===== src/shared/sensor_fifo_map.svh =====
// Address map, field positions and constants of the sample queue readout.
// Assumes byte-wide register addresses as seen by the serial target port.
`ifndef SENSOR_FIFO_MAP_SVH
`define SENSOR_FIFO_MAP_SVH

// ----------------------------------------
// Register addresses
// ----------------------------------------
`define ADDR_P_HIGH 8'h01
`define ADDR_P_MID 8'h02
`define ADDR_P_LOW 8'h03
`define ADDR_T_HIGH 8'h04
`define ADDR_T_LOW 8'h05
`define ADDR_TCHG_HIGH 8'h0a
`define ADDR_TCHG_LOW 8'h0b
`define ADDR_PART_ID 8'h0c
`define ADDR_Q_STATUS 8'h0d
`define ADDR_Q_DATA 8'h0e

// ----------------------------------------
// Fields, reset values, sizes
// ----------------------------------------
`define STAT_OVF_BIT 7
`define STAT_THR_BIT 6
`define TCHG_RSVD_BITS 4'h0
`define REG_RESET 8'h00
`define Q_DEPTH 32
`define Q_CNT_W 6
`define SAMPLE_BYTES 3'h5
`define MODE_OFF 2'h0
`define MODE_CIRC 2'h1
`define MODE_STOP 2'h2

`endif


===== src/shared/sensor_fifo_pkg.sv =====
// Types shared by the sample queue readout and its bench.
// Assumes nothing beyond the constant header.
package sensor_fifo_pkg;

  // One stored sample, in the order the bytes leave the data port
  typedef struct packed {
    logic [7:0] pHigh;
    logic [7:0] pressure_out_mid;
    logic [7:0] pLow;
    logic [7:0] tHigh;
    logic [7:0] tLow;
  } sample_t;

  typedef enum logic [1:0] {
    QMODE_OFF = 2'h0,
    QMODE_CIRC = 2'h1,
    QMODE_STOP = 2'h2,
    QMODE_UNUSED = 2'h3
  } queue_mode_t;

endpackage


===== src/design/sensor_sample_fifo_readout.sv =====
// Register-side readout of the sensor: temperature change, part id,
// 32-sample queue with status and byte-serial data port.
// Assumes the serial target logic presents byte reads on regRead/regAddr
// in the same clock domain, and that setup bits come from their own register.
//
// Summary of operation
// - Temperature change held as 12-bit signed, whole degrees in high byte.
// - Fraction sits in bits 7..4 of low byte; bits 3..0 reserved.
// - Temperature change updates whatever the queue mode.
// - Identifier register returns a fixed factory value; writes cannot change it.
// - Status byte: overflow bit 7, threshold bit 6, count bits 5..0.
// - Overflow flag sets on a queue overflow event, else reads zero.
// - Threshold flag sets while count exceeds a nonzero programmed threshold; threshold zero keeps it clear.
// - Both flags hold while their cause persists; status reads do not clear them, a sample pop clears overflow.
// - Reading the status byte clears the queue interrupt source bit.
// - Queue holds 32 five-byte samples, 160 bytes through the data port.
// - With queue enabled, data port also answers at first pressure address.
// - With queue enabled, other pressure and temperature addresses read zero.
// - Samples keep entering the queue while the host reads data.
// - Bytes leave as pressure high, mid, low, temp high, low; empty reads zero.
// - Bytes come from the oldest sample; a finished sample pops and decrements count.
// - Mode 00 off, 01 circular overwrite, 10 stop when full, 11 unused.
// - Disabling or standby-to-active wake flushes queue, flags and count.
`include "sensor_fifo_map.svh"

module sensor_sample_fifo_readout
  import sensor_fifo_pkg::*;
#(
  parameter logic [7:0] PART_ID = 8'h5a // Arbitrary value, stands in for the programmed id
)(
  // Clock and reset
  input wire logic clock,
  input wire logic arst_n,
  // Register read port
  input wire logic regRead,
  input wire logic [7:0] regAddr,
  output logic [7:0] regRdData,
  output logic queueIntClear,
  // Setup bits and mode events
  input wire queue_mode_t queueMode,
  input wire logic [5:0] queue_threshold,
  input wire logic wakeToActive,
  // Acquisition
  input wire logic sampleValid,
  input wire sample_t sampleIn,
  input wire logic tempChangeValid,
  input wire logic [11:0] temp_change_value,
  // Status view
  output logic queue_overrun_flag,
  output logic queue_threshold_flag,
  output logic [5:0] queue_sample_count
);

  localparam int DEPTH = `Q_DEPTH;
  localparam int PW = $clog2(DEPTH);

  // ----------------------------------------
  // Reset release
  // ----------------------------------------
  logic rstMeta_reg, rstSync_reg;
  always_ff @(posedge clock or negedge arst_n) begin
    if (!arst_n) begin
      rstMeta_reg <= 1'b0;
      rstSync_reg <= 1'b0;
    end else begin
      rstMeta_reg <= 1'b1;
      rstSync_reg <= rstMeta_reg;
    end
  end
  wire rstN = rstSync_reg;

  // Byte n of a sample, in readout order
  function automatic logic [7:0] sampleByte(input sample_t s, input logic [2:0] idx);
    logic [7:0] b;
    b = 8'h00;
    case (idx)
      3'h0: b = s.pHigh;
      3'h1: b = s.pressure_out_mid;
      3'h2: b = s.pLow;
      3'h3: b = s.tHigh;
      3'h4: b = s.tLow;
      default: b = 8'h00;
    endcase
    return b;
  endfunction

  // ----------------------------------------
  // State
  // ----------------------------------------
  sample_t mem [DEPTH];
  sample_t live_reg;
  logic [PW-1:0] wrPtr_reg, wrPtr_next, rdPtr_reg, rdPtr_next;
  logic [5:0] count_reg, count_next;
  logic [2:0] byteIdx_reg, byteIdx_next;
  logic ovf_reg, ovf_next, thr_reg, thr_next;
  logic [11:0] tChg_reg;
  logic [7:0] rdData_reg;
  logic intClr_reg;

  // ----------------------------------------
  // Decode
  // ----------------------------------------
  wire queueOn = (queueMode == QMODE_CIRC) || (queueMode == QMODE_STOP);
  // Mode 11 is treated as off so the queue never runs in an undefined mode
  wire flush = !queueOn || wakeToActive;
  wire dataAddr = (regAddr == `ADDR_Q_DATA) || (queueOn && regAddr == `ADDR_P_HIGH);
  wire dataRead = regRead && dataAddr;
  wire haveData = count_reg != 6'h00;
  wire full = count_reg == 6'(DEPTH);
  wire lastByte = byteIdx_reg == `SAMPLE_BYTES - 3'h1;
  wire popNow = dataRead && haveData && lastByte && !flush;
  wire pushNow = sampleValid && !flush;
  wire circ = queueMode == QMODE_CIRC;
  // Pop in the same cycle frees a slot, so a full queue takes the sample
  wire writeNow = pushNow && (!full || circ || popNow);
  wire dropOld = pushNow && full && circ && !popNow;
  wire ovfEvent = pushNow && full && !popNow;
  wire liveAddr = regAddr >= `ADDR_P_HIGH && regAddr <= `ADDR_T_LOW;
  wire statusRead = regRead && regAddr == `ADDR_Q_STATUS;
  wire [7:0] statusByte = {ovf_reg, thr_reg, count_reg};
  wire [7:0] queueByte = haveData ? sampleByte(mem[rdPtr_reg], byteIdx_reg) : 8'h00;
  wire [7:0] liveByte = sampleByte(live_reg, 3'(regAddr - `ADDR_P_HIGH));
  wire [7:0] tChgHigh = tChg_reg[11:4];
  wire [7:0] tChgLow = {tChg_reg[3:0], `TCHG_RSVD_BITS};
  wire [7:0] rdMux;

  // Address decode for reads
  assign rdMux = dataAddr ? queueByte :
    (queueOn && liveAddr) ? 8'h00 :
    liveAddr ? liveByte :
    (regAddr == `ADDR_TCHG_HIGH) ? tChgHigh :
    (regAddr == `ADDR_TCHG_LOW) ? tChgLow :
    (regAddr == `ADDR_PART_ID) ? PART_ID :
    (regAddr == `ADDR_Q_STATUS) ? statusByte :
    8'h00;

  // ----------------------------------------
  // Queue next state
  // ----------------------------------------
  always_comb begin
    wrPtr_next = wrPtr_reg;
    rdPtr_next = rdPtr_reg;
    count_next = count_reg;
    byteIdx_next = byteIdx_reg;
    ovf_next = ovf_reg;
    if (flush) begin
      wrPtr_next = '0;
      rdPtr_next = '0;
      count_next = 6'h00;
      byteIdx_next = 3'h0;
      ovf_next = 1'b0;
    end else begin
      if (writeNow) begin
        wrPtr_next = wrPtr_reg + PW'(1);
      end
      if (popNow || dropOld) begin
        rdPtr_next = rdPtr_reg + PW'(1);
      end
      count_next = count_reg + 6'(writeNow && !dropOld) - 6'(popNow);
      // An overwritten front sample restarts its byte sequence
      if (dropOld || popNow) begin
        byteIdx_next = 3'h0;
      end else if (dataRead && haveData) begin
        byteIdx_next = byteIdx_reg + 3'h1;
      end
      // A pop clears overflow, even with a push into the full queue that cycle; otherwise it persists while the queue stays full
      if (ovfEvent) begin
        ovf_next = 1'b1;
      end else if (popNow) begin
        ovf_next = 1'b0;
      end
    end
    thr_next = !flush && queue_threshold != 6'h00 && count_next > queue_threshold;
  end

  // ----------------------------------------
  // Registers
  // ----------------------------------------
  always_ff @(posedge clock or negedge rstN) begin
    if (!rstN) begin
      wrPtr_reg <= '0;
      rdPtr_reg <= '0;
      count_reg <= 6'h00;
      byteIdx_reg <= 3'h0;
      ovf_reg <= 1'b0;
      thr_reg <= 1'b0;
      rdData_reg <= `REG_RESET;
      intClr_reg <= 1'b0;
    end else begin
      wrPtr_reg <= wrPtr_next;
      rdPtr_reg <= rdPtr_next;
      count_reg <= count_next;
      byteIdx_reg <= byteIdx_next;
      ovf_reg <= ovf_next;
      thr_reg <= thr_next;
      rdData_reg <= regRead ? rdMux : rdData_reg;
      intClr_reg <= statusRead;
    end
  end

  // Temperature change and live sample keep updating in every mode
  always_ff @(posedge clock or negedge rstN) begin
    if (!rstN) begin
      tChg_reg <= 12'h000;
      live_reg <= '0;
    end else begin
      tChg_reg <= tempChangeValid ? temp_change_value : tChg_reg;
      live_reg <= sampleValid ? sampleIn : live_reg;
    end
  end

  // Storage carries no reset; count and pointers define what is valid
  always_ff @(posedge clock) begin
    if (writeNow) begin
      mem[wrPtr_reg] <= sampleIn;
    end
  end

  assign regRdData = rdData_reg;
  assign queueIntClear = intClr_reg;
  assign queue_overrun_flag = ovf_reg;
  assign queue_threshold_flag = thr_reg;
  assign queue_sample_count = count_reg;

  // ----------------------------------------
  // Assertions
  // ----------------------------------------
  property p_tchgLow;
    @(posedge clock) disable iff (!rstN)
    regRead && regAddr == `ADDR_TCHG_LOW |=> regRdData[3:0] == 4'h0 && regRdData[7:4] == $past(tChg_reg[3:0]);
  endproperty
  a_tchgLow: assert property (p_tchgLow) else $error("temp change low byte wrong");
  property p_tchgHigh;
    @(posedge clock) disable iff (!rstN)
    // One idle cycle between latch and read, as a host sees it after the update
    tempChangeValid ##1 !tempChangeValid ##1 (regRead && regAddr == `ADDR_TCHG_HIGH && !tempChangeValid)
      |=> regRdData == $past(temp_change_value[11:4], 3);
  endproperty
  a_tchgHigh: assert property (p_tchgHigh) else $error("temp change high byte wrong");
  property p_partId;
    @(posedge clock) disable iff (!rstN)
    regRead && regAddr == `ADDR_PART_ID |=> regRdData == PART_ID;
  endproperty
  a_partId: assert property (p_partId) else $error("part id wrong");
  property p_status;
    @(posedge clock) disable iff (!rstN)
    statusRead |=> regRdData == {$past(ovf_reg), $past(thr_reg), $past(count_reg)} && queueIntClear;
  endproperty
  a_status: assert property (p_status) else $error("status byte or clear wrong");
  property p_ovfSet;
    @(posedge clock) disable iff (!rstN)
    ovfEvent && !flush ##1 !flush && !popNow |=> queue_overrun_flag;
  endproperty
  a_ovfSet: assert property (p_ovfSet) else $error("overflow flag lost");
  property p_thr;
    @(posedge clock) disable iff (!rstN)
    !flush |=> queue_threshold_flag == ($past(queue_threshold) != 6'h00 && count_reg > $past(queue_threshold));
  endproperty
  a_thr: assert property (p_thr) else $error("threshold flag wrong");
  property p_depth;
    @(posedge clock) disable iff (!rstN)
    count_reg <= 6'(DEPTH);
  endproperty
  a_depth: assert property (p_depth) else $error("count above depth");
  property p_alias;
    @(posedge clock) disable iff (!rstN)
    regRead && queueOn && regAddr > `ADDR_P_HIGH && regAddr <= `ADDR_T_LOW |=> regRdData == 8'h00;
  endproperty
  a_alias: assert property (p_alias) else $error("live byte seen while queue on");
  property p_empty;
    @(posedge clock) disable iff (!rstN)
    dataRead && !haveData |=> regRdData == 8'h00;
  endproperty
  a_empty: assert property (p_empty) else $error("empty queue read not zero");
  property p_pop;
    @(posedge clock) disable iff (!rstN)
    popNow && !pushNow |=> count_reg == $past(count_reg) - 6'h01 && byteIdx_reg == 3'h0;
  endproperty
  a_pop: assert property (p_pop) else $error("pop did not decrement");
  property p_acq;
    @(posedge clock) disable iff (!rstN)
    pushNow && dataRead && !full && !popNow |=> count_reg == $past(count_reg) + 6'h01;
  endproperty
  a_acq: assert property (p_acq) else $error("sample lost during read");
  property p_stop;
    @(posedge clock) disable iff (!rstN)
    pushNow && full && queueMode == QMODE_STOP && !popNow |=> rdPtr_reg == $past(rdPtr_reg) && count_reg == 6'(DEPTH);
  endproperty
  a_stop: assert property (p_stop) else $error("stop mode overwrote");
  property p_flush;
    @(posedge clock) disable iff (!rstN)
    flush |=> count_reg == 6'h00 && !queue_overrun_flag && !queue_threshold_flag;
  endproperty
  a_flush: assert property (p_flush) else $error("flush incomplete");

  c_fullRead: cover property (@(posedge clock) disable iff (!rstN) full ##1 popNow);
  c_circ: cover property (@(posedge clock) disable iff (!rstN) dropOld);
  c_aliasRead: cover property (@(posedge clock) disable iff (!rstN) dataRead && regAddr == `ADDR_P_HIGH && haveData);
  c_thr: cover property (@(posedge clock) disable iff (!rstN) queue_threshold_flag && statusRead);

endmodule // sensor_sample_fifo_readout


===== config.mk =====
export PLATFORM = sky130hd
export DESIGN_NAME = sensor_sample_fifo_readout
export DESIGN_NICKNAME = d
export VERILOG_FILES = /design/src/shared/sensor_fifo_pkg.sv /design/src/design/sensor_sample_fifo_readout.sv
export VERILOG_INCLUDE_DIRS = /design/src /design/src/shared
export SDC_FILE = /design/constraint.sdc
export NUM_CORES = 1
export LEC_CHECK = 0
export ABC_AREA = 0
export ABC_CLOCK_PERIOD_IN_PS = 3400
export BUFFER_PORTS_ARGS = -buffer_cell sky130_fd_sc_hd__buf_4
export CAP_MARGIN = 10
export CORE_MARGIN = 2
export CORE_UTILIZATION = 35
export CTS_BUF_LIST = sky130_fd_sc_hd__clkbuf_4 sky130_fd_sc_hd__clkbuf_8
export DETAILED_ROUTE_END_ITERATION = 16
export GPL_TIMING_DRIVEN = 0
export PLACE_DENSITY_LB_ADDON = 0.15
export SETUP_SLACK_MARGIN = 0.3
export SLEW_MARGIN = 20
export SYNTH_ARGS = -nofsm -noshare
export SYNTH_HDL_FRONTEND = slang
export SYNTH_SLANG_ARGS = --single-unit
export TNS_END_PERCENT = 5

===== constraint.sdc =====
create_clock -name clock -period 3.4 [get_ports clock]
set_clock_uncertainty 0.15 [all_clocks]
set_input_delay 0.34 -clock clock [delete_from_list [all_inputs] [get_ports clock]]
set_output_delay 0.34 -clock clock [all_outputs]
set_load 0.1 [all_outputs]

# After elaboration in Yosys (flattened, before gate mapping)
# Memory sizes are Yosys's and may differ from the RTL's.
# Index checks and enable logic that the tools add are counted.
classes:
  n_addsub: 6
  order_cmp: 3
  n_eq_ne: 17
  muxes: 23
  n_reduce_logical: 36
op_table:
  columns: ["operator", "n"]
  rows:
  - ["one-hot mux 8 bit (5 select lines)", 2]
  - ["2-to-1 mux 8 bit", 8]
  - ["== test 8 x 4 -> 1 bit (second input constant)", 5]
  - ["2-to-1 mux 5 bit", 4]
  - ["logical AND 1 bit", 17]
  - ["== test 3 x 2 -> 1 bit (second input constant)", 4]
  - ["nonzero test 6 bit", 2]
  - ["adder 5 x 1 -> 5 bit (second input constant)", 2]
  - ["2-to-1 mux 3 bit", 3]
  - ["== test 8 x 1 -> 1 bit (second input constant)", 1]
  - [">= comparator 8 x 1 -> 1 bit (second input constant)", 1]
  - ["<= comparator 8 x 3 -> 1 bit (second input constant)", 1]
  - ["adder 6 x 1 -> 6 bit", 1]
  - ["== test 3 x 1 -> 1 bit (second input constant)", 2]
  - ["== test 3 bit (second input constant)", 2]
  - ["== test 6 bit (second input constant)", 1]
  - ["> comparator 6 bit", 1]
  - ["logical NOT 3 bit", 2]
  - ["logical OR 1 bit", 6]
  - ["2-to-1 mux 6 bit", 1]
  - ["nonzero test 3 bit", 2]
  - ["subtractor 6 x 1 -> 6 bit", 1]
  - ["logical NOT 1 bit", 5]
  - ["2-to-1 mux 1 bit", 5]
  - ["other kinds (5)", 6]
word_totals:
  ff_bits: 84
  ramBits: 1280
  in_bits: 74
  output_inout_bits: 17
  word_cells: 102
  memories: 1
mem_list:
  columns: ["memory", "words", "word_bits", "read_ports", "rd_ports_with_merged_regs", "write_ports", "line", "rtl"]
  rows:
  - ["mem", 32, 40, 1, 0, 1, "sensor_sample_fifo_readout.sv:90", "sample_t mem [DEPTH];"]

# Logic depth before layout (Yosys ltp)
# Gate-level depths: netlist (run 1).
depth:
  depth_word: 17
  depth_mapped: 22
  ltp_nobuf: 22

# Worst setup path before layout (run 1)
# OpenSTA, ideal clock, no wires.
synth_path:
  path_kind: "reg-to-reg"
  from: "reg count_reg[2] (netlist: queue_sample_count[2])"
  to: "mem mem[30][0] in the netlist's numbering, enable pin"
  setup_time_ns: 0.438
  arrival_ns: 4.227
  t_required_ns: 2.812
  slack_ns: -1.414
  stages_incl_launch_ff: 10
  path_buffers: 0
  period_less_slack_ns: 4.814
  cell_sequence: "dfrtp_1 > inv_1 > ha_1 > nor3b_1 > a21oi_2 > nand4_1 > o21ai_2 > and3_1 > nand2_1 > nor2_1"
synth_between:
  elab_chain_len: 8
  word_cells_on_any_way: 11
  cone_classes: "eq/ne (1); mux (2); reduce/logical (8)"
synth_rtl:
  columns: ["element", "line", "rtl"]
  rows:
  - ["from (decl)", "sensor_sample_fifo_readout.sv:93", "logic [5:0] count_reg, count_next;"]
  - ["from (signal assigned)", "sensor_sample_fifo_readout.sv:192", "count_reg <= count_next;"]
  - ["nonzero test 6 bit", "sensor_sample_fifo_readout.sv:108", "wire haveData = count_reg != 6'h00;"]
  - ["logical AND 1 bit (3 in a row)", "sensor_sample_fifo_readout.sv:111", "wire popNow = dataRead && haveData && lastByte && !flush;"]
  - ["logical OR 1 bit (*)", "sensor_sample_fifo_readout.sv:115", "wire writeNow = pushNow && (!full || circ || popNow);"]
  - ["logical AND 1 bit (*)", "sensor_sample_fifo_readout.sv:115", null]
  - ["2-to-1 mux 1 bit (*)", "sensor_sample_fifo_readout.sv:214", "if (writeNow) begin"]
  - ["2-to-1 mux 1 bit (not written as such) (*)", "sensor_sample_fifo_readout.sv:215", "mem[wrPtr_reg] <= sampleIn;"]
  - ["to (decl)", "sensor_sample_fifo_readout.sv:90", null]
# Every way passes the cells marked *; elsewhere a longest branch is shown, timed or not.

# Worst setup path in the final report (run 1)
layout_path:
  from: "reg byteIdx_reg[1]"
  to: "reg thr_reg (netlist: queue_threshold_flag)"
layout_between:
  elab_chain_len: 12
  word_cells_on_any_way: 14
  cone_classes: "add/sub (2); order compare (1); eq/ne (1); mux (1); reduce/logical (9)"
layout_rtl:
  columns: ["element", "line", "rtl"]
  rows:
  - ["from (decl)", "sensor_sample_fifo_readout.sv:94", "logic [2:0] byteIdx_reg, byteIdx_next;"]
  - ["from (signal assigned)", "sensor_sample_fifo_readout.sv:193", "byteIdx_reg <= byteIdx_next;"]
  - ["== test 3 bit (*)", "sensor_sample_fifo_readout.sv:110", "wire lastByte = byteIdx_reg == `SAMPLE_BYTES - 3'h1;"]
  - ["logical AND 1 bit (*) (2 in a row)", "sensor_sample_fifo_readout.sv:111", null]
  - ["logical NOT 1 bit", "sensor_sample_fifo_readout.sv:116", "wire dropOld = pushNow && full && circ && !popNow;"]
  - ["logical AND 1 bit", "sensor_sample_fifo_readout.sv:116", null]
  - ["logical NOT 1 bit", "sensor_sample_fifo_readout.sv:159", "count_next = count_reg + 6'(writeNow && !dropOld) - 6'(popNow);"]
  - ["logical AND 1 bit", "sensor_sample_fifo_readout.sv:159", null]
  - ["adder 6 x 1 -> 6 bit", "sensor_sample_fifo_readout.sv:159", null]
  - ["subtractor 6 x 1 -> 6 bit (*)", "sensor_sample_fifo_readout.sv:159", null]
  - ["2-to-1 mux 6 bit (*)", "sensor_sample_fifo_readout.sv:146", "if (flush) begin"]
  - ["named net count_next[4]", "sensor_sample_fifo_readout.sv:93", null]
  - ["> comparator 6 bit (*)", "sensor_sample_fifo_readout.sv:173", "thr_next = !flush && queue_threshold != 6'h00 && count_next > queue_threshold;"]
  - ["logical AND 1 bit (*)", "sensor_sample_fifo_readout.sv:173", null]
  - ["named net thr_next", "sensor_sample_fifo_readout.sv:95", "logic ovf_reg, ovf_next, thr_reg, thr_next;"]
  - ["to (signal assigned)", "sensor_sample_fifo_readout.sv:195", "thr_reg <= thr_next;"]
  - ["to (decl)", "sensor_sample_fifo_readout.sv:95", null]
# The timed path passes the listed nets; every way through them passes the cells marked *.
# A chain may end at the register's enable or synchronous reset.

==> flow_metrics.tcl, run 1 <==
set metrics [dict create \
    outcome "finished with violations" \
    failed_checks "negative setup slack" \
    totalWireLength_um 203000 \
    synth_area_um2 53700 \
    met1_length_um 82100 \
    area_growth_syn_to_layout_pct 24.8 \
    worstPathMaxFanout 4 \
    finalWeightedCongestion 0.869 \
    met3_length_um 17400 \
    coreArea_um2 152000 \
    slew_headroom_pct 16.7 \
    place_hpwl_um 136000 \
    highest-signal-layer "met5" \
    synth.ff_latch_count 1364 \
    yosys_most_used_dff "edfxtp_1" \
    final_antenna_net_count 0 \
    clock_tree.htree_level_count 4 \
    cts-buffers-inserted 218 \
    finalWorstSetupSlack_ns -0.657 \
    netlist_instances 2654 \
    cts_max_path_buffers 3 \
    crit_type "flop to flop" \
    dp_slack_ns -1.60 \
    hold_slack_final_ns 0.0735 \
    timing.final.crit_share_pct 119 \
    grt_antenna_before_repair 14 \
    critical-path-top-cell-by-count "nor2_1" \
    layout.cells.most_common_list "1,280 x edfxtp_1, 256 x mux4_2, 245 x clkbuf_8, 163 x mux2i_1, 153 x buf_4" \
    grt_setup_unrepaired "yes" \
    drtPass1Iterations 5 \
    fin_crit_ns 4.06 \
    path_delay_family "adder cells" \
    routedWlPerCell_um 37.0 \
    slowest_delay_ns 0.39 \
    drv_cap 0 \
    number_of_design_rule_violations_left_after_detail_routing 0 \
    globalRoute.totalOverflow 0 \
    post_synth_mux_area_share_pct 15.3 \
    critPathLaunchType "flop" \
    timing_max_transition_violations_final 0 \
    flip_flop_count_of_the_largest_register_all_copies_and_words_added 1280 \
    initial_utilization_pct 35.3 \
    post_synthesis_simple_gate_area_fraction_pct 1.93 \
    synthDominantCellAreaShare_pct 71.5 \
    synth_adder_area_share_pct 0.643 \
    final.fill_count 13098 \
    grt_first_pass_wirelength_um 269000 \
    tightestPinTransition_ns 1.25 \
    cpMaxStageDelayCell "dfrtp_1" \
    dr_wl_met2_um 95700 \
    synth_xor_area_share_pct 0.163 \
    yosysSeqAreaShare_pct 75.4 \
    worst_skew_pair.late_latency_ns 0.94 \
    yosys_warnings 0 \
    floorplan.io_pins 91 \
    clock-sinks 1364 \
    final-hold-violation-count 0 \
    synth_area_leaders "edfxtp_1 72%, mux4_2 11%, dfrtp_1 3.9%, mux2i_1 3.2%, mux2_2 1.4%" \
    most_frequent_standard_cell_in_the_layout_excluding_fill_and_tap_cells "edfxtp_1" \
    setup.worst_path.end_class "flop" \
    cts_tree "built" \
    static-leakage-power_uw 0.0212 \
    hold_path.class "input port to flop" \
    floorplan.die_area_um2 157000 \
    worst-endpoint-arrival_ns 4.74 \
    die-width_um 396 \
    cell_taking_the_most_area_after_synthesis "edfxtp_1" \
    power_per_cell_area_nw_per_um2 503 \
    final-seq-area_um2 40600 \
    finalSetupTns_ns -15.55 \
    crit_path_cell_trace "inv_1, ha_2, and2_1, clkbuf_8, nand4_1, o21ai_2, nand2_2, o31ai_4, ha_2, inv_2, fa_2, inv_2, a21oi_2, nor2_1, nor2_1, xor2_1, nor2_1, ha_1, nand4_1, nor2_1, a211oi_2, a311oi_1" \
    synth_compound_gate_area_share_pct 4.63 \
    layout-drive-gt1-share_pct 35.3 \
    post_synth.cell_area_avg_um2 20.2 \
    grtUsageTotal_pct 25.4 \
    vias_in_the_first_global_route 30941 \
    route.vias.total 31630 \
    post_drt_via_cell_ratio 5.78 \
    synthDistinctLibCells 70 \
    largest_net_degree_at_the_start_of_global_routing 53 \
    layout.cells.non_filler 5468 \
    dr.first_iter.drc_count 4140 \
    place.port_buffers 88 \
    die_height_um 396 \
    maxClockFrequency_mhz 246 \
    critical_path_required_time_ns 4.08 \
    synth_nets 2755 \
    synth_edf_count 1280 \
    finish.net_count 3351 \
    critical_path.n_buffers_inverters 4 \
    finalSetupViolations 190 \
    multi_input_comb_area_um2 12800 \
    main_combinational_cell_family_by_area_after_synthesis "multiplexers" \
    max-vdd-ir-drop_mv 0.387 \
    numPlacedInstances 4876 \
    ctsRootBufferMaster "clkbuf_8" \
    worst_setup_hold_path_clk_slew_ns 0.07 \
    floorplan.rows 143 \
    proportion_of_register_bits_with_asynchronous_set_or_reset_after_synthesis_pct 6.16 \
]
==> where the power goes <==
group / switching (uW) / internal (uW)
Sequential: 74.2 / 18500
Combinational: 624 / 316
Clock: 6710 / 7530
Total: 7410 / 26300
==> kinds of logic after synthesis <==
| group | count (synthesis) |
|---|---|
| flops | 1364 |
| buf+inv | 177 |
| fa+ha+maj | 27 |
| mux | 491 |
| other cells | 1 |
| compound gates | 360 |
| simple gates | 224 |
| xor+xnor | 10 |
==> cells in the mapped netlist, drive strengths merged (3+ instances only) <==
master,instances
buf,87
nand2b,5
and3,7
mux2,65
a31oi,12
clkbuf,63
or3,3
a22o,10
nor2,79
a32oi,4
nor2b,12
xor2,5
nand4,5
inv,27
o221ai,25
o21ai,57
and2,6
or2,3
xnor2,5
edfxtp,1280
a21oi,88
dfrtp,84
nand3b,3
a22oi,32
o211ai,6
nor4,5
mux4,256
nand3,17
nor3,7
or3b,3
ha,26
a211oi,26
mux2i,170
a21o,3
a221o,5
nand2,65
a221oi,42
o22ai,28
==> worst paths after layout <==
kind                           startpoint               endpoint  slack, ns  cells past startpoint
setup / recovery           byteIdx_reg[1]   queue_threshold_flag      -0.66                     22
hold / removal                 regAddr[7]     queue_overrun_flag       0.07                      6
setup reg to reg           byteIdx_reg[1]   queue_threshold_flag      -0.66                     22
hold reg to reg                      rstN  queue_sample_count[1]       0.12                      0
max in group asynchronous            rstN           rdPtr_reg[2]       2.30                      1
min in group asynchronous          arst_n            rstMeta_reg       0.12                      3
==> metrics by stage <==
stage / area [um2] / power (uW) / utilization (%)
after CTS: 66400 / 33900 / 43.6
after global placement: 57100 / 19600 / 37.5
after detailed placement: 59700 / 19700 / 39.2
final: 67100 / 33700 / 44.0
after floorplan: 53900 / 19200 / -
after global routing: 67100 / 34700 / 44.0
==> routing by layer <==
layer / global-route usage [%] / up-vias
met1: 35.0 / 17187
li1: - / 12291
met3: 4.54 / 364
met5: 0 / -
met2: 40.7 / 1782
met4: 8.94 / 6
==> worst register-to-register path, delay by kind of cell, from the launching register on <==
kind / cells / cell delay [ns]
AND/OR/NAND/NOR: 8 / 0.99
AO/OA/AOI/OAI: 5 / 0.80
buffers and inverters: 4 / 0.34
adder cells (fa/ha/maj): 4 / 1.09
flip-flops: 1 / 0.39
XOR/XNOR: 1 / 0.18
==> final cells by class <==
| type | count | share of cell area [%] |
|---|---|---|
| plain buffers | 150 | 2.21 |
| clock inverters | 80 | 0.666 |
| repair buffers | 376 | 7.68 |
| diodes | 4 | 0.0149 |
| flip-flops and latches | 1364 | 60.5 |
| clock buffers | 324 | 5.86 |
| multi-input cells | 1113 | 19.2 |
| well taps | 2030 | 3.79 |
| inverters | 27 | 0.151 |
==> what timing repair did <==
item                       in CTS  in global routing
hold buffers                  100                  0
cloned                          0                  3
pin swaps                      54                 25
buffers inserted               44                 37
hold endpoints to repair     1360                  0
setup endpoints to repair    1300               1214
gates resized for setup       246                 45
Power figures use the tool's default switching activity.
==> run 2: changes to the inputs <==
--- a/config.mk
+++ b/config.mk
@@ -7,7 +7,7 @@
 export NUM_CORES = 1
 export LEC_CHECK = 0
 export ABC_AREA = 0
-export ABC_CLOCK_PERIOD_IN_PS = 3400
+export ABC_CLOCK_PERIOD_IN_PS = 3360
 export BUFFER_PORTS_ARGS = -buffer_cell sky130_fd_sc_hd__buf_4
 export CAP_MARGIN = 10
 export CORE_MARGIN = 2
==> constraint.sdc (replaced) <==
create_clock -name clock -period 3.36 [get_ports clock]
set_clock_uncertainty 0.15 [all_clocks]
set_input_delay 0.336 -clock clock [delete_from_list [all_inputs] [get_ports clock]]
set_output_delay 0.336 -clock clock [all_outputs]
set_load 0.1 [all_outputs]
==> flow_metrics.tcl, run 2 (synthesis gave the netlist of run 1 again) <==
set metrics [dict create \
    reg2reg_depth 22 \
    finish.net_count 3352 \
    initial_utilization_pct 35.3 \
    met2_global_route_usage_pct 40.8 \
    grt_setup_unrepaired "yes" \
    cts-buffers-inserted 218 \
    worst-endpoint-arrival_ns 4.74 \
    floorplan.io_pins 91 \
    maxClockFrequency_mhz 247 \
    groute.layer.met1.usage_pct 35.0 \
    r2r-start "byteIdx_reg[1]" \
    totalWireLength_um 202000 \
    dp_slack_ns -1.64 \
    hold_path.class "input port to flop" \
    tightestPinTransition_ns 1.23 \
    share_clk_of_total_power_pct 42.3 \
    critical_path_required_time_ns 4.04 \
    power_per_cell_area_nw_per_um2 509 \
    final_antenna_net_count 0 \
    worst_skew_pair.late_latency_ns 0.94 \
    timing_max_transition_violations_final 0 \
    layout-drive-gt1-share_pct 35.1 \
    failed_checks "negative setup slack" \
    flip_flop_count_of_the_largest_register_all_copies_and_words_added 1280 \
    worst_setup_hold_path_clk_slew_ns 0.06 \
    floorplan.rows 143 \
    final.fill_count 13107 \
    global_route.peak_usage_layer "met2" \
    die_height_um 396 \
    critical-path-top-cell-by-count "nor2_1" \
    die-width_um 396 \
    fin_crit_ns 4.05 \
    slew_headroom_pct 17.6 \
    max-vdd-ir-drop_mv 0.391 \
    setup.worst_path.end_class "flop" \
    number_of_design_rule_violations_left_after_detail_routing 0 \
    finalWeightedCongestion 0.869 \
    clock_tree.htree_level_count 4 \
    finalWorstSetupSlack_ns -0.694 \
    clock-sinks 1364 \
    setup.reg_to_reg.worst_slack_ns -0.69 \
    cts_max_path_buffers 3 \
    critPathLaunchType "flop" \
    slowest_delay_ns 0.39 \
    globalRoute.totalOverflow 0 \
    route.vias.total 31517 \
    area_growth_syn_to_layout_pct 24.7 \
    post_drt_via_cell_ratio 5.76 \
    cellInternalPower_uw 26600 \
    place.port_buffers 88 \
    grt_antenna_before_repair 13 \
    vias_in_the_first_global_route 30921 \
    layout.cells.most_common_list "1,280 x edfxtp_1, 256 x mux4_2, 245 x clkbuf_8, 163 x mux2i_1, 156 x buf_4" \
    floorplan.die_area_um2 157000 \
    timing.hold.worst.start "regAddr[7]" \
    drv_cap 0 \
    grtUsageMet3_pct 4.45 \
    drtPass1Iterations 6 \
    logic_gate_share_of_total_power_pct 2.8 \
    worstPathMaxFanout 4 \
    power.share.switching_pct 22.0 \
    final-hold-violation-count 0 \
    largest_net_degree_at_the_start_of_global_routing 53 \
    most_frequent_standard_cell_in_the_layout_excluding_fill_and_tap_cells "edfxtp_1" \
    crit_type "flop to flop" \
    ctsRootBufferMaster "clkbuf_8" \
    finalSetupViolations 307 \
    grtUsageTotal_pct 25.4 \
    worst_hold_path.num_cells 6 \
    crit_path_cell_trace "inv_1, ha_2, and2_1, clkbuf_8, nand4_1, o21ai_2, nand2_2, o31ai_4, ha_2, inv_2, fa_2, inv_2, a21oi_2, nor2_1, nor2_1, xor2_1, nor2_1, ha_1, nand4_1, nor2_1, a211oi_2, a311oi_1" \
    static-leakage-power_uw 0.0212 \
    coreArea_um2 152000 \
    switchingPower_uw 7500 \
    routedWlPerCell_um 36.9 \
    dr.first_iter.drc_count 4209 \
    timing.final.crit_share_pct 121 \
    cts_tree "built" \
    power.total_uw 34100 \
    outcome "finished with violations" \
    place_hpwl_um 136000 \
    min_delay_worst_endpoint "queue_overrun_flag" \
    seq_power_share_pct 55.0 \
    worst_r2r_endpoint "queue_threshold_flag" \
    grt_first_pass_wirelength_um 269000 \
    cpMaxStageDelayCell "dfrtp_1" \
]
==> run 2: area by class of cell <==
cell class / count / area, um2 / share of cell area (%)
Sequential cell: 1364 / 40600 / 60.5
Multi-Input combinational cell: 1113 / 12800 / 19.1
Timing Repair Buffer: 377 / 5120 / 7.64
Clock buffer: 324 / 3930 / 5.86
Tap cell: 2030 / 2540 / 3.79
Buffer: 150 / 1480 / 2.20
Clock inverter: 80 / 447 / 0.667
Inverter: 27 / 101 / 0.151
Antenna cell: 6 / 15.0 / 0.0224
==> run 2: metal layers <==
layer	part of all wire [%]	wire [um]	up-vias
met5	0.013	27	-
met4	3.8	7700	4
met3	8.2	16500	376
met2	47	95200	1749
met1	41	82500	17096
li1	-	-	12292
==> run 2: through the flow <==
step                      hold slack [ns]  util, %  setup TNS (ns)  instances  cell area [um2]
after floorplan                    -0.110        -         -517.18       2654            53900
after global placement            -0.0310     37.5        -3994.24       4772            57100
after detailed placement          -0.0276     39.2        -1034.42       4876            59700
after CTS                         0.00460     43.6          -43.15       5424            66400
after global routing               0.0542     44.0          -72.99       5466            67000
final                              0.0753     44.0          -30.11       5471            67000
==> run 2: power groups by stage <==
| stage | logic [uW] | registers (uW) | clock network, uW |
|---|---|---|---|
| global placement | 741 | 19100 | 0 |
| CTS | 930 | 18800 | 14600 |
| global route | 990 | 18800 | 15300 |
| finish | 944 | 18800 | 14400 |
| floorplan | 240 | 19100 | 0 |
| detailed placement | 812 | 19100 | 0 |
==> run 2: critical path: cells and delay by family (launching register included) <==
family	cells	cell delay, ns
AOI/OAI and AO/OA	5	0.79
buffers and inverters	4	0.34
and+or+nand+nor	8	0.99
DFF	1	0.39
adders and majority gates	4	1.09
xor gates and xnor gates	1	0.18
==> run 2: worst max path at each step <==
stage	from	to	slack, ns	cells past startpoint
2_1_floorplan	queue_sample_count[3]	queue_threshold_flag	-0.70	21
3_3_place_gp	byteIdx_reg[0]	mem[12][9]	-3.58	9
3_5_place_dp	byteIdx_reg[0]	queue_threshold_flag	-1.64	22
4_1_cts	queue_sample_count[3]	queue_threshold_flag	-0.58	22
5_1_grt	queue_sample_count[3]	queue_threshold_flag	-0.86	22
6_report	byteIdx_reg[1]	queue_threshold_flag	-0.69	22
==> run 2: what timing repair did <==
item                                    4_1_cts  5_1_grt
endpoints found under the setup margin     1300     1251
gates resized for setup                     242       39
hold buffers                                100        0
gates cloned                                  0        2
pin swaps                                    55       18
hold endpoints to repair                   1360        0
buffers inserted                             44       39
